<file path="src/design/checksum_defines.svh">
`ifndef CHECKSUM_DEFINES_SVH
`define CHECKSUM_DEFINES_SVH

// Highest user-addressable program location
`define LAST_USER_ADDR 11'h3fe
// Calibration word, exempt from protection masking
`define CAL_ADDR 11'h3ff
// Mask applied to the configuration word
`define CFG_MASK 14'h01ff
// Position of the active-low program protect bit
`define PROTECT_BIT 7
// Nibble kept from each ID location
`define ID_NIBBLE_MASK 14'h000f
// Accumulator reset value
`define SUM_RESET 16'h0000
// FIFO depth in words
`define FIFO_DEPTH 8

`endif

</file>
<file path="src/design/checksum_pkg.sv">
package checksum_pkg;
   typedef logic [13:0] word_t;
   typedef logic [15:0] sum_t;
   typedef logic [10:0] addr_t;
   typedef enum logic [1:0] {
      st_idle = 2'b00,
      st_prog = 2'b01,
      st_ids = 2'b10,
      st_done = 2'b11
   } phase_e;
endpackage

</file>
<file path="src/design/program_image_checksum.sv">
// Behaviour
// - Add program words 0..0x3fe, 16-bit sum, carries out of bit 15 dropped.
// - Unprotected: sum of program words plus config word masked with 0x01ff.
// - Protected: masked config word plus packed ID value, no program words.
// - Packed ID: low nibble of each ID location, first location on top.
// - Config word and ID locations enter the sum in clear form always.
// - Protected device reads every program word but 0x3ff as zero; read_back never shows this, as protected runs take no program words.
`timescale 1ns/100ps
`default_nettype none
`include "checksum_defines.svh"
module program_image_checksum (
   input wire logic ref_clk,
   input wire logic arst_n,
   input wire logic start,
   input wire checksum_pkg::word_t config_word_term,
   input wire logic word_valid,
   output logic word_ready,
   input wire checksum_pkg::word_t word_data,
   output logic busy,
   output logic done,
   output checksum_pkg::sum_t checksum,
   output checksum_pkg::word_t read_back
);
   import checksum_pkg::*;

   // =====================================
   // Input buffering
   logic fifo_out_valid, fifo_out_ready, fifo_in_ready;
   logic start_taken;
   word_t fifo_out_data;

   // Flushed only by an accepted start, so stray starts keep words
   word_fifo #(.WIDTH(14), .DEPTH(`FIFO_DEPTH)) u_fifo (
      .ref_clk(ref_clk),
      .arst_n(arst_n),
      .flush(start_taken),
      .in_valid(word_valid && word_ready),
      .in_ready(fifo_in_ready),
      .in_data(word_data),
      .out_valid(fifo_out_valid),
      .out_ready(fifo_out_ready),
      .out_data(fifo_out_data)
   );

   // =====================================
   // Sequencer state
   phase_e phase, next_phase;
   addr_t addr, next_addr;
   logic [1:0] id_idx, next_id_idx;
   sum_t acc, next_acc;
   word_t cfg, next_cfg;
   logic protect_on, next_protect_on;
   sum_t next_checksum;
   logic next_done, next_busy, next_word_ready;
   word_t next_read_back;
   sum_t cfg_masked, id_nibble;
   logic take;

   // A start while busy is refused and must not flush live words
   assign start_taken = start && ((phase == st_idle) || (phase == st_done));

   // Fixed expected word count keeps the host stream simple
   always_comb begin
      next_phase = phase;
      next_addr = addr;
      next_id_idx = id_idx;
      next_acc = acc;
      next_cfg = cfg;
      next_protect_on = protect_on;
      next_checksum = checksum;
      next_done = 1'b0;
      next_read_back = read_back;
      cfg_masked = {2'b00, cfg & `CFG_MASK};
      id_nibble = {12'h000, fifo_out_data[3:0]} & {2'b00, `ID_NIBBLE_MASK};
      take = fifo_out_valid &&
         ((phase == st_prog) || (phase == st_ids));
      case (phase)
         st_idle, st_done: begin
            if (start) begin
               next_acc = `SUM_RESET;
               next_addr = '0;
               next_id_idx = '0;
               next_cfg = config_word_term;
               // Active-low bit: zero means protected
               next_protect_on = !config_word_term[`PROTECT_BIT];
               next_phase = config_word_term[`PROTECT_BIT] ? st_prog : st_ids;
            end
         end
         st_prog: begin
            if (take) begin
               // Wraps naturally at 16 bits
               next_acc = acc + {2'b00, fifo_out_data};
               next_addr = addr + 11'h001;
               // Show the word as a protected part would return it
               next_read_back = (protect_on && addr != `CAL_ADDR) ?
                  14'h0000 : fifo_out_data;
               if (addr == `LAST_USER_ADDR) begin
                  next_checksum = acc + {2'b00, fifo_out_data}
                     + cfg_masked;
                  next_done = 1'b1;
                  next_phase = st_done;
               end
            end
         end
         st_ids: begin
            if (take) begin
               // First ID lands in the top nibble
               next_acc = {acc[11:0], id_nibble[3:0]};
               next_id_idx = id_idx + 2'b01;
               if (id_idx == 2'b11) begin
                  next_checksum = {acc[11:0], id_nibble[3:0]}
                     + cfg_masked;
                  next_done = 1'b1;
                  next_phase = st_done;
               end
            end
         end
         default: next_phase = st_idle;
      endcase
      next_busy = (next_phase == st_prog) || (next_phase == st_ids);
      next_word_ready = next_busy;
   end

   // Drain one word a cycle; the buffer absorbs the registered ready lag
   assign fifo_out_ready = (phase == st_prog) || (phase == st_ids);

   // =====================================
   // Registered state and outputs
   // Every top-level output leaves from this process
   always_ff @(posedge ref_clk or negedge arst_n) begin
      if (!arst_n) begin
         phase <= st_idle;
         addr <= '0;
         id_idx <= '0;
         acc <= `SUM_RESET;
         cfg <= '0;
         protect_on <= 1'b0;
         checksum <= `SUM_RESET;
         done <= 1'b0;
         busy <= 1'b0;
         word_ready <= 1'b0;
         read_back <= '0;
      end else begin
         phase <= next_phase;
         addr <= next_addr;
         id_idx <= next_id_idx;
         acc <= next_acc;
         cfg <= next_cfg;
         protect_on <= next_protect_on;
         checksum <= next_checksum;
         done <= next_done;
         busy <= next_busy;
         word_ready <= next_word_ready && fifo_in_ready;
         read_back <= next_read_back;
      end
   end

   // =====================================
   // Checks
   // Final unprotected word yields the words plus the masked config
   prog_sum_a: assert property (@(posedge ref_clk)
      disable iff (!arst_n)
      (phase == st_prog && take && addr == `LAST_USER_ADDR) |=>
      done && checksum == $past(acc) + {2'b00, $past(fifo_out_data)}
      + $past(cfg_masked)) else $error("bad unprotected sum");
   acc_wrap_a: assert property (@(posedge ref_clk)
      disable iff (!arst_n)
      (phase == st_prog && take) |=>
      acc == $past(acc) + {2'b00, $past(fifo_out_data)})
      else $error("accumulator step wrong");
   id_pack_a: assert property (@(posedge ref_clk)
      disable iff (!arst_n)
      (phase == st_ids && take) |=>
      acc[3:0] == $past(fifo_out_data[3:0]))
      else $error("id nibble not packed");
   prot_sum_a: assert property (@(posedge ref_clk)
      disable iff (!arst_n)
      (phase == st_ids && take && id_idx == 2'b11) |=>
      done && checksum == {$past(acc[11:0]), $past(fifo_out_data[3:0])}
      + $past(cfg_masked)) else $error("bad protected sum");
   // Protected runs leave the program address counter alone
   no_prog_word_a: assert property (@(posedge ref_clk)
      disable iff (!arst_n)
      (phase == st_ids) |=> $stable(addr))
      else $error("program word counted");
   start_clear_a: assert property (@(posedge ref_clk)
      disable iff (!arst_n)
      (start && (phase == st_idle || phase == st_done)) |=>
      acc == `SUM_RESET && busy) else $error("start failed");
   formula_sel_a: assert property (@(posedge ref_clk)
      disable iff (!arst_n)
      (start && phase != st_prog && phase != st_ids
      && !config_word_term[`PROTECT_BIT]) |=> phase == st_ids)
      else $error("wrong formula chosen");
   // A stray start while collecting must not reload the run
   stray_start_a: assert property (@(posedge ref_clk)
      disable iff (!arst_n)
      (start && (phase == st_prog || phase == st_ids)) |=>
      $stable(cfg) && $stable(protect_on))
      else $error("busy start taken");
   // Words of an open part are shown as read, never blanked
   zero_read_a: assert property (@(posedge ref_clk)
      disable iff (!arst_n)
      (phase == st_prog && take && !protect_on) |=>
      read_back == $past(fifo_out_data))
      else $error("read back wrong");
   cfg_mask_a: assert property (@(posedge ref_clk)
      disable iff (!arst_n)
      cfg_masked == {7'h00, cfg[8:0]})
      else $error("mask wrong");
   done_pulse_a: assert property (@(posedge ref_clk)
      disable iff (!arst_n)
      done |=> !done) else $error("done not a pulse");
   // The result is flagged only once collection has stopped
   done_idle_a: assert property (@(posedge ref_clk)
      disable iff (!arst_n)
      done |-> !busy && !word_ready) else $error("done while busy");
   ready_busy_a: assert property (@(posedge ref_clk)
      disable iff (!arst_n)
      word_ready |-> busy) else $error("ready while idle");

   // Main scenarios worth seeing at least once
   unprot_run_c: cover property (@(posedge ref_clk) disable iff (!arst_n)
      phase == st_prog ##1 done);
   prot_run_c: cover property (@(posedge ref_clk) disable iff (!arst_n)
      phase == st_ids ##1 done);
   source_stall_c: cover property (@(posedge ref_clk) disable iff (!arst_n)
      busy && word_ready && !word_valid);
   stray_start_c: cover property (@(posedge ref_clk) disable iff (!arst_n)
      start && busy);
endmodule // program_image_checksum
`default_nettype wire

</file>
<file path="src/design/word_fifo.sv">
`timescale 1ns/100ps
`default_nettype none
module word_fifo #(
   parameter int WIDTH = 14,
   parameter int DEPTH = 8
) (
   input wire logic ref_clk,
   input wire logic arst_n,
   input wire logic flush,
   input wire logic in_valid,
   output logic in_ready,
   input wire logic [WIDTH-1:0] in_data,
   output logic out_valid,
   input wire logic out_ready,
   output logic [WIDTH-1:0] out_data
);
   localparam int AW = $clog2(DEPTH);
   logic [WIDTH-1:0] mem [DEPTH];
   logic [AW-1:0] wr_ptr, rd_ptr, next_wr_ptr, next_rd_ptr;
   logic [AW:0] count, next_count;
   logic push, pop;

   // =====================================
   // Occupancy
   always_comb begin
      push = in_valid && in_ready;
      pop = out_valid && out_ready;
      next_wr_ptr = push ? wr_ptr + 1'b1 : wr_ptr;
      next_rd_ptr = pop ? rd_ptr + 1'b1 : rd_ptr;
      next_count = count + {{AW{1'b0}}, push} - {{AW{1'b0}}, pop};
      if (flush) begin
         next_wr_ptr = '0;
         next_rd_ptr = '0;
         next_count = '0;
      end
   end

   assign in_ready = (count != DEPTH[AW:0]);
   assign out_valid = (count != '0);
   assign out_data = mem[rd_ptr];

   always_ff @(posedge ref_clk or negedge arst_n) begin
      if (!arst_n) begin
         wr_ptr <= '0;
         rd_ptr <= '0;
         count <= '0;
      end else begin
         wr_ptr <= next_wr_ptr;
         rd_ptr <= next_rd_ptr;
         count <= next_count;
      end
   end

   // Storage has no reset; only written words are read
   always_ff @(posedge ref_clk) begin
      if (push && !flush) begin
         mem[wr_ptr] <= in_data;
      end
   end
endmodule // word_fifo
`default_nettype wire

</file>
<file path="config.mk">
export PLATFORM = sky130hd
export DESIGN_NAME = program_image_checksum
export DESIGN_NICKNAME = d
export VERILOG_FILES = /design/src/design/checksum_pkg.sv /design/src/design/program_image_checksum.sv /design/src/design/word_fifo.sv
export VERILOG_INCLUDE_DIRS = /design/src /design/src/design
export SDC_FILE = /design/constraint.sdc
export NUM_CORES = 1
export LEC_CHECK = 0
export BUFFER_PORTS_ARGS = -buffer_cell sky130_fd_sc_hd__buf_2
export CAP_MARGIN = 15
export CORE_MARGIN = 2
export CORE_UTILIZATION = 50
export CTS_CLUSTER_SIZE = 25
export DETAILED_ROUTE_END_ITERATION = 12
export GPL_ROUTABILITY_DRIVEN = 0
export PLACE_DENSITY = 0.68
export SKIP_CTS_REPAIR_TIMING = 1
export SLEW_MARGIN = 20
export SYNTH_ARGS = -nofsm -noshare
export SYNTH_HDL_FRONTEND = slang
export SYNTH_SLANG_ARGS = --single-unit
export TNS_END_PERCENT = 1
</file>
<file path="constraint.sdc">
create_clock -name ref_clk -period 4.8 [get_ports ref_clk]
set_input_delay 0.24 -clock ref_clk [delete_from_list [all_inputs] [get_ports ref_clk]]
set_output_delay 0.24 -clock ref_clk [all_outputs]
set_load 0.005 [all_outputs]
</file>
==> metrics.yaml, run 1 <==
sta:
  finalSetupTns_ns: 0
  finalCritPeriodShare: 0.960
  finalSetupViolCount: 0
  period_needed_ns: 4.61
  rsz0062_at_grt: "false"
  drv_slew: 0
  maxSlewHeadroom: 0.342
  tightest_slew_ns: 0.987
  worst_slack_ns: 0.193
  hold_violations: 5
  fmax_ghz: 0.217
  hold_ws_ns: -0.0117
  skew_ns: 0.0130
global_route:
  antenna_found_initial: 0
  grt-ovfl-total: 0
  grt_max_degree: 62
  grt_pass1_wl_um: 32300
  grt_pass1_vias: 6377
  track_usage: 0.207
cells_and_area:
  drive_gt1_frac: 0.204
  fin_area_sq_um: 10800
  multiInputGateArea_sq_um: 3790
  nNetsFinal: 905
  diodes: 0
  n_fill_cell: 1500
  area_growth_pct: 13.9
  seqCellArea_sq_um: 5470
synthesis:
  netlist_top_cells_count: "edfxtp_1 (112), nand2_1 (106), dfrtp_1 (84), nor2_1 (52), o21ai_1 (46)"
  synth_edf_count: 112
  synth_area_sq_um: 9450
  netlist.area_leader.share: 0.356
  synthSimpleGateAreaFrac: 0.108
  synth_most_common_cell: "edfxtp_1"
  synth-compound-area-share: 0.114
  synth-xor-area-share: 0.0287
  synth_cells: 763
  synthTopCellsByArea: "edfxtp_1 (36%), dfrtp_1 (22%), mux4_2 (6.7%)"
  synth_top_family_by_area: "compound AO/OA/AOI/OAI gates"
  synth.largest_area_cell: "edfxtp_1"
  synthMuxAreaShare: 0.0906
  ys.flop_type: "edfxtp_1"
  synth_seq_area_share: 0.578
  ys_ff_latch: 196
  synth_fp_nets: 836
  synth_warnings: 0
  async_flop_share: 0.429
  synth-adder-area-share: 0.0567
  ys_types: 72
  avgSynthCellArea_sq_um: 12.4
pwr:
  power_frac_comb: 0.512
  switching_power_uw: 3380
  leakage_uw: 0.00437
  ir_worst_vdd_mv: 0.364
  pwr-share-seq: 0.297
  p_sw_frac: 0.429
  intPower_uw: 4500
  power_density_nw_per_um2: 732
  p_clk_frac: 0.191
floorplan:
  die_h_um: 141
  dieArea_sq_um: 20000
  die_w_um: 141
  core-area_sq_um: 18600
  start_util: 0.507
  row_count: 50
  num_io_pins: 65
routing:
  dr.pass1.iters: 5
  viasPerCell: 5.80
  drt_iter0_drc: 498
  route.vias.total: 6257
  wl_um: 19700
  route.detailed.drc: 0
  ant_nets: 0
  post_drt_wl_per_cell_um: 18.3
setup_path:
  worstPathCellList: "buf_4 > mux4_2 > mux2i_1 > inv_1 > ha_1 > nand4b_1 > nand2_1 > xnor2_1 > o21ai_0 > ha_1 > nor2b_1 > o31a_1 > o41a_1 > a21oi_2 > nor2_1 > a311o_1 > nand3_1"
  worstPathRequired_ns: 5.18
  cp.buffers_inverters: 2
  startpoint_type: "register"
  reg2reg_depth: 17
  critPathMaxFanout: 10
  cp_slowest_cell: "mux4_2"
  r2r-end: "checksum[14]$_DFFE_PN0P_"
  arrival_ns: 4.98
  critPathMaxStageDelay_ns: 0.52
  r2r_slack_ns: 0.19
  timing.rr.start: "u_fifo.rd_ptr[0]$_DFFE_PN0P_"
  critPathCaptureType: "register"
  cp_common_cell: "ha_1"
  cpLargestDelayFamily: "compound AO/OA/AOI/OAI gates"
  crit_type: "reg2reg"
placement:
  dpl_cell_area_sq_um: 10100
  io_buffers: 59
  hpwl_um: 13800
  pre_cts_slack_ns: 0.120
hold_path:
  min_from: "config_word_term[8]"
  worstHoldPathType: "in2reg"
  holdPathEnd: "cfg[8]$_DFFE_PN0P_"
  hold_depth: 3
cts:
  cts.sinks: 196
  clkSlewWorstSetupHoldPaths_ns: 0.08
  clockRootBuffer: "clkbuf_16"
  htreeDepth: 4
  cts_max_path_buffers: 2
  numCtsBuffers: 17
  cts_tree: "yes"
  clk_latency_ns: 0.44
run_status:
  violations: "negative hold slack"
  outcome: "finished, violations left"
job:
  cap_violations: 0
area by class of cell:
class	count	area share
clock buffers	17	0.0395
clock inverters	15	0.0208
inverters	30	0.0105
multi-input cells	509	0.353
flip-flops and latches	196	0.508
well taps	234	0.0272
repair buffers	78	0.0414
cell families (layout without fill, tap and decap cells):
| family | Yosys count | in the layout |
|---|---|---|
| simple gates | 220 | 220 |
| flops | 196 | 196 |
| compound gates | 167 | 167 |
| buf+inv | 58 | 140 |
| mux | 50 | 50 |
| fa+ha+maj | 41 | 41 |
| xor+xnor | 31 | 31 |
routing by layer:
metal  GRT usage  part of all wire  vias to the layer above
met4      0.0737             0.023                        0
li1            -                 -                     2928
met1       0.263              0.42                     3110
met5           0                 0                        -
met2       0.357              0.51                      177
met3      0.0391             0.045                       42
how the worst max path moves through the flow:
stage	start	to	depth (start not counted)
after floorplan	u_fifo.rd_ptr[0]$_DFFE_PN0P_	checksum[14]$_DFFE_PN0P_	19
after global placement	u_fifo.rd_ptr[0]$_DFFE_PN0P_	checksum[15]$_DFFE_PN0P_	18
after detailed placement	u_fifo.rd_ptr[0]$_DFFE_PN0P_	checksum[14]$_DFFE_PN0P_	18
after CTS	u_fifo.rd_ptr[0]$_DFFE_PN0P_	checksum[14]$_DFFE_PN0P_	18
after global routing	u_fifo.rd_ptr[0]$_DFFE_PN0P_	checksum[15]$_DFFE_PN0P_	18
final	u_fifo.rd_ptr[0]$_DFFE_PN0P_	checksum[14]$_DFFE_PN0P_	17
cells in the final DEF (no fill, tap or decap), drive strengths merged, types with 7 or more instances in the layout:
cell / netlist / routed
clkbuf: 21 / 17
clkinv: 1 / 8
xor2: 18 / 18
nand2b: 8 / 8
nand2: 106 / 106
o21ai: 77 / 77
mux2i: 18 / 18
a21o: 10 / 10
xnor2: 13 / 13
inv: 29 / 37
dfrtp: 84 / 84
buf: 7 / 76
nor2: 52 / 52
a211oi: 7 / 7
nor3: 8 / 8
nand3: 7 / 7
mux4: 28 / 28
a21oi: 31 / 31
ha: 38 / 38
edfxtp: 112 / 112
sequential cells by signal, indices dropped and copies added (netlist names):
register	flops
addr	11
done	1
id_idx	2
cfg	9
checksum	16
u_fifo.mem	112
busy	1
u_fifo.count	4
u_fifo.wr_ptr	3
u_fifo.rd_ptr	3
read_back	14
acc	16
word_ready	1
protect_on	1
phase	2
worst reg2reg max path: cells and delay by family, from the launching register on:
family | cells | cell delay [ns]
adder cells (fa/ha/maj) | 2 | 0.72
XOR/XNOR | 1 | 0.10
flip-flops | 1 | 0.44
buffers and inverters | 2 | 0.36
AND/OR/NAND/NOR | 5 | 0.75
multiplexers | 2 | 0.85
AO/OA/AOI/OAI | 5 | 1.33
through the flow:
| stage | hold slack, ns | utilization | std cells | power (uW) |
|---|---|---|---|---|
| 5_1_grt | 0.00133 | 0.577 | 1079 | 8460 |
| 4_1_cts | -0.317 | 0.575 | 1076 | 7860 |
| 6_report | -0.0117 | 0.577 | 1079 | 7880 |
| 3_5_place_dp | 0.159 | 0.540 | 1044 | 6340 |
| 3_3_place_gp | 0.154 | 0.540 | 1044 | 6200 |
| 2_1_floorplan | -0.0556 | - | 763 | 5310 |
power groups by stage:
stage	clock network, uW	logic [uW]	registers, uW
3_3_place_gp	0	3840	2360
5_1_grt	1600	4470	2390
4_1_cts	1530	3990	2340
3_5_place_dp	0	3960	2380
2_1_floorplan	0	2990	2320
6_report	1510	4030	2340
(Power assumes the default switching activity.)
==> run 2, diff against run 1 <==
- HOLD_SLACK_MARGIN: not set -> 0.05
==> run 2 against run 1 <==
The run now ends clean. Setup slack improved by 0.020 ns. Flip-flop and latch count is the same. Clock-buffer cell count did not move. Die area is the same. Cell area rose by 0.65%. Largest cell class unchanged. Combinational power about the same. First-iteration DRC count is 1.8% higher. Maximum frequency is 0.43% higher.
==> metrics.yaml, run 2 (synthesized netlist as in run 1, its figures left out) <==
pwr:
  p_clk_frac: 0.191
  p_sw_frac: 0.428
  switching_power_uw: 3370
  intPower_uw: 4500
  ir_worst_vdd_mv: 0.365
  pwr-share-seq: 0.297
  power_frac_comb: 0.511
  p_total_uw: 7870
  leakage_uw: 0.00440
  power_density_nw_per_um2: 727
setup_path:
  critPathCaptureType: "register"
  worstPathRequired_ns: 5.18
  r2r-end: "checksum[14]$_DFFE_PN0P_"
  crit_type: "reg2reg"
  timing.rr.start: "u_fifo.rd_ptr[0]$_DFFE_PN0P_"
  reg2reg_depth: 17
  startpoint_type: "register"
  arrival_ns: 4.96
  crit_start: "u_fifo.rd_ptr[0]$_DFFE_PN0P_"
  endpoint: "checksum[14]$_DFFE_PN0P_"
  critPathMaxFanout: 10
  r2r_slack_ns: 0.21
floorplan:
  dieArea_sq_um: 20000
  row_count: 50
  die_h_um: 141
  die_w_um: 141
  num_io_pins: 65
  start_util: 0.507
  core-area_sq_um: 18600
routing:
  dr.pass1.iters: 5
  route.vias.total: 6249
  route.detailed.drc: 0
  viasPerCell: 5.75
  wl_um: 19700
  drt_iter0_drc: 507
  post_drt_wl_per_cell_um: 18.2
  ant_nets: 0
cts:
  clkSlewWorstSetupHoldPaths_ns: 0.09
  cts_tree: "yes"
  htreeDepth: 4
  cts_max_path_buffers: 2
  cts.sinks: 196
  clockRootBuffer: "clkbuf_16"
  numCtsBuffers: 17
  clk_latency_ns: 0.44
cells_and_area:
  area_growth_pct: 14.6
  mostFrequentLayoutCell: "edfxtp_1"
  diodes: 0
  top_regs: "u_fifo.mem: 112 flops, acc: 16 flops, checksum: 16 flops"
  nNetsFinal: 912
  largest_register_ffs: 112
  drive_gt1_frac: 0.202
  layout_common_cells: "edfxtp_1 (112), nand2_1 (106), dfrtp_1 (83), buf_2 (58), o21ai_1 (49)"
  regMostFlops: "u_fifo.mem"
  final_core_util: 0.581
  fin_cells: 1086
  n_fill_cell: 1495
placement:
  dp_cells: 1044
  hpwl_um: 13800
  io_buffers: 59
  pre_cts_slack_ns: 0.120
sta:
  drv_slew: 0
  skew_ns: 0.0132
  finalCritPeriodShare: 0.956
  maxSlewHeadroom: 0.338
  period_needed_ns: 4.59
  rsz0062_at_grt: "false"
  finalSetupTns_ns: 0
  hold_violations: 0
  fmax_ghz: 0.218
  worst_slack_ns: 0.213
  finalSetupViolCount: 0
  tightest_slew_ns: 0.993
global_route:
  grt-ovfl-total: 0
  grt_max_degree: 62
  grt_pass1_wl_um: 32300
  track_usage: 0.207
  grt_pass1_vias: 6377
  antenna_found_initial: 0
hold_path:
  worstHoldPathType: "in2reg"
run_status:
  outcome: "completed"
job:
  cap_violations: 0
==> run 2: cell types whose count changed in the layout (fill, tap and decap cells not counted), sizes merged <==
cell | before | now
dlygate4sd3 | 2 | 9
==> run 2: worst min path at each step <==
stage                        startpoint                          end  slack (ns)  depth (start not counted)
finish                    word_data[11]  u_fifo.mem[3][11]$_DFFE_PP_        0.06                          1
CTS                              arst_n         addr[10]$_DFFE_PN0P_       -0.32                          1
floorplan                        arst_n           acc[0]$_DFFE_PN0P_       -0.06                          0
global route        config_word_term[7]       protect_on$_DFFE_PN0P_        0.05                          2
global placement                 arst_n         addr[10]$_DFFE_PN0P_        0.15                          1
detailed placement               arst_n         addr[10]$_DFFE_PN0P_        0.16                          1
==> run 2: area by class of cell <==
cell class | instances | area [sq um] | share of cell area
Sequential cell | 196 | 5470 | 0.505
Multi-Input combinational cell | 509 | 3790 | 0.350
Timing Repair Buffer | 85 | 515 | 0.0476
Clock buffer | 17 | 425 | 0.0393
Tap cell | 234 | 293 | 0.0270
Clock inverter | 15 | 224 | 0.0207
Inverter | 30 | 113 | 0.0104
==> run 2: metrics by stage <==
stage	instance area [sq um]	hold slack [ns]
2_1_floorplan	9450	-0.0556
6_report	10800	0.0588
3_3_place_gp	10100	0.154
3_5_place_dp	10100	0.159
4_1_cts	10700	-0.317
5_1_grt	10800	0.0537
==> run 2: routing by layer <==
metal  part of all wire  GRT usage  up-vias
met4              0.023     0.0737        0
li1                   -          -     2941
met1               0.43      0.263     3101
met5                  0          0        -
met3              0.043     0.0391       39
met2               0.51      0.357      168
==> run 2: power by group through the flow <==
stage	registers, uW	clock network [uW]	logic, uW
6_report	2340	1510	4030
5_1_grt	2390	1600	4480
4_1_cts	2340	1530	3990
3_5_place_dp	2380	0	3960
3_3_place_gp	2360	0	3840
2_1_floorplan	2320	0	2990
==> run 2: critical path, stage by stage, from the launching register on <==
cell	delay (ns)
dfrtp_2	0.44
buf_4	0.25
mux4_2	0.52
mux2i_1	0.33
inv_1	0.10
ha_1	0.38
nand4b_1	0.23
nand2_1	0.18
xnor2_1	0.10
o21ai_0	0.27
ha_1	0.33
nor2b_1	0.15
o31a_1	0.12
o41a_1	0.37
a21oi_2	0.19
nor2_1	0.10
a311o_1	0.37
nand3_1	0.08
==> run 3, diff against run 2 <==
- ABC_AREA: not set -> 1
- SYNTH_HIERARCHICAL: not set -> 1
==> run 3 against run 2 <==
Via count up 27%. Flip-flop and latch count unchanged. Routed wire length grew 16%. Clock-buffer cell count is the same. Largest cell class unchanged. Highest routed layer unchanged.
==> metrics.yaml, run 3 <==
run_status:
  outcome: "completed"
synthesis:
  ys_types: 41
  synth_edf_count: 112
  avgSynthCellArea_sq_um: 8.38
  synth_area_sq_um: 10300
  synth_cells: 1235
  synth_seq_area_share: 0.528
  synthTopCellsByArea: "edfxtp_1 (33%), dfrtp_1 (20%), nand2_1 (15%)"
  netlist_top_cells_count: "nand2_1 (426), inv_1 (151), nand3_1 (130), edfxtp_1 (112), dfrtp_1 (84)"
  synth.largest_area_cell: "edfxtp_1"
  ys_ff_latch: 196
  synth_warnings: 6
  netlist.area_leader.share: 0.325
  synth_fp_nets: 1307
  synth_most_common_cell: "nand2_1"
  async_flop_share: 0.429
  ys.flop_type: "edfxtp_1"
routing:
  dr.pass1.iters: 5
  route.vias.total: 7934
  ant_nets: 0
  highest_layer: "met4"
  viasPerCell: 4.99
  met2WireLength_um: 11000
  wl_um: 22900
  drt_iter0_drc: 529
  wl_met3_um: 1040
  post_drt_wl_per_cell_um: 14.4
  wl_met1_um: 10600
  route.detailed.drc: 0
setup_path:
  r2r_slack_ns: 0.54
  r2r-end: "checksum[14]$_DFFE_PN0P_"
  startpoint_type: "register"
  worstPathRequired_ns: 5.13
  critPathMaxFanout: 45
  cp_slowest_cell: "dfrtp_2"
  critPathMaxStageDelay_ns: 0.52
  cp_common_cell: "nand2_1"
  critPathCaptureType: "register"
  timing.rr.start: "u_fifo/rd_ptr[0]$_DFFE_PN0P_"
  reg2reg_depth: 26
  arrival_ns: 4.59
  crit_type: "reg2reg"
sta:
  finalSetupViolCount: 0
  finalCritPeriodShare: 0.888
  hold_violations: 0
  maxSlewHeadroom: 0.348
  rsz0062_at_grt: "false"
  tightest_slew_ns: 0.977
  drv_slew: 0
  period_needed_ns: 4.26
  skew_ns: 0.0117
  hold_ws_ns: 0.0625
  fmax_ghz: 0.235
  finalSetupTns_ns: 0
hold_path:
  min_from: "word_data[1]"
  worstHoldPathType: "in2reg"
  hold_depth: 1
  holdPathEnd: "u_fifo/mem[3][1]$_DFFE_PP_"
global_route:
  grt-ovfl-total: 0
  grt_max_degree: 76
  grt_pass1_wl_um: 38000
  grt_pass1_vias: 7608
  track_usage: 0.220
  antenna_found_initial: 1
floorplan:
  row_count: 52
  dieArea_sq_um: 21900
  start_util: 0.510
  die_h_um: 148
  die_w_um: 148
  core-area_sq_um: 20300
  num_io_pins: 65
cts:
  numCtsBuffers: 17
  htreeDepth: 4
  clk_latency_ns: 0.44
  cts_tree: "yes"
  cts.sinks: 196
  clockRootBuffer: "clkbuf_16"
  clkSlewWorstSetupHoldPaths_ns: 0.09
  cts_max_path_buffers: 2
placement:
  hpwl_um: 15600
  dpl_cell_area_sq_um: 11000
  io_buffers: 59
cells_and_area:
  fin_area_sq_um: 11700
  drive_gt1_frac: 0.132
  area_growth_pct: 13.3
  largest_register_ffs: 112
  mostFrequentLayoutCell: "nand2_1"
  layout_common_cells: "nand2_1 (426), inv_1 (151), nand3_1 (130), edfxtp_1 (112), dfrtp_1 (83)"
  regMostFlops: "u_fifo/mem"
  nNetsFinal: 1378
  top_regs: "u_fifo/mem: 112 flops, acc: 16 flops, checksum: 16 flops"
pwr:
  p_total_uw: 7810
  ir_worst_vdd_mv: 0.351
  switching_power_uw: 3550
  intPower_uw: 4250
  leakage_uw: 0.00579
  p_clk_frac: 0.196
  power_density_nw_per_um2: 666
  power_frac_comb: 0.509
  p_sw_frac: 0.455
  pwr-share-seq: 0.295
job:
  cap_violations: 0
==> run 3: changes by cell type after synthesis, moves of 17 or more <==
cell	previous run	this run
inv_1	27	151
inv_2	2	47
mux2i_1	18	1
mux4_2	28	0
nand2_1	106	426
nand3_1	7	130
o21ai_1	46	2
==> run 3: metrics by stage <==
stage	std cells	util	setup WS, ns
2_1_floorplan	1235	-	1.25
3_3_place_gp	1548	0.541	0.494
3_5_place_dp	1548	0.541	0.437
4_1_cts	1580	0.573	0.398
5_1_grt	1589	0.577	0.130
6_report	1590	0.578	0.537
==> run 3: cell families (layout without fill, tap and decap cells) <==
family,Yosys count,count (layout),share of synthesized area
fa+ha+maj,40,40,0.0506
mux,1,1,0.000968
buf+inv,244,328,0.0943
other cells,0,1,0
simple gates,641,641,0.259
flops,196,196,0.528
xor+xnor,18,18,0.0152
compound gates,95,95,0.0519
==> run 3: per-layer routing <==
| layer | vias to the layer above | track usage |
|---|---|---|
| met5 | - | 0 |
| met3 | 15 | 0.0395 |
| met2 | 143 | 0.373 |
| met1 | 3693 | 0.302 |
| li1 | 4083 | - |
| met4 | 0 | 0.0424 |
==> run 3: power by group through the flow <==
stage | Combinational [uW] | Sequential [uW] | Clock [uW]
finish | 3980 | 2300 | 1530
global route | 4570 | 2340 | 1630
CTS | 3980 | 2300 | 1560
detailed placement | 3950 | 2330 | 0
global placement | 3870 | 2330 | 0
floorplan | 2980 | 2290 | 0
==> run 3: worst max-delay path: cells and delay by family (launching register included) <==
kind            cells  cell delay [ns]
flops               1             0.52
buf+inv             4             0.65
xor+xnor            1             0.15
fa+ha+maj           2             0.79
compound gates      2             0.27
simple gates       17             1.74
==> run 3: area by class of cell <==
type | instances | area (sq um)
diodes | 1 | 2.50
clock buffers | 17 | 425
well taps | 270 | 338
inverters | 209 | 785
flip-flops and latches | 196 | 5470
repair buffers | 87 | 543
fillers | 1762 | 8570
clock inverters | 15 | 228
multi-input cells | 795 | 3940
==> run 3: worst max-delay path by stage <==
stage	start	endpoint	slack [ns]	cells past startpoint
global placement	u_fifo/rd_ptr[0]$_DFFE_PN0P_	checksum[14]$_DFFE_PN0P_	0.49	26
finish	u_fifo/rd_ptr[0]$_DFFE_PN0P_	checksum[14]$_DFFE_PN0P_	0.54	26
CTS	u_fifo/rd_ptr[0]$_DFFE_PN0P_	checksum[14]$_DFFE_PN0P_	0.40	26
floorplan	u_fifo/rd_ptr[0]$_DFFE_PN0P_	checksum[14]$_DFFE_PN0P_	1.25	27
detailed placement	u_fifo/rd_ptr[0]$_DFFE_PN0P_	checksum[14]$_DFFE_PN0P_	0.44	26
global route	u_fifo/rd_ptr[0]$_DFFE_PN0P_	checksum[12]$_DFFE_PN0P_	0.13	26
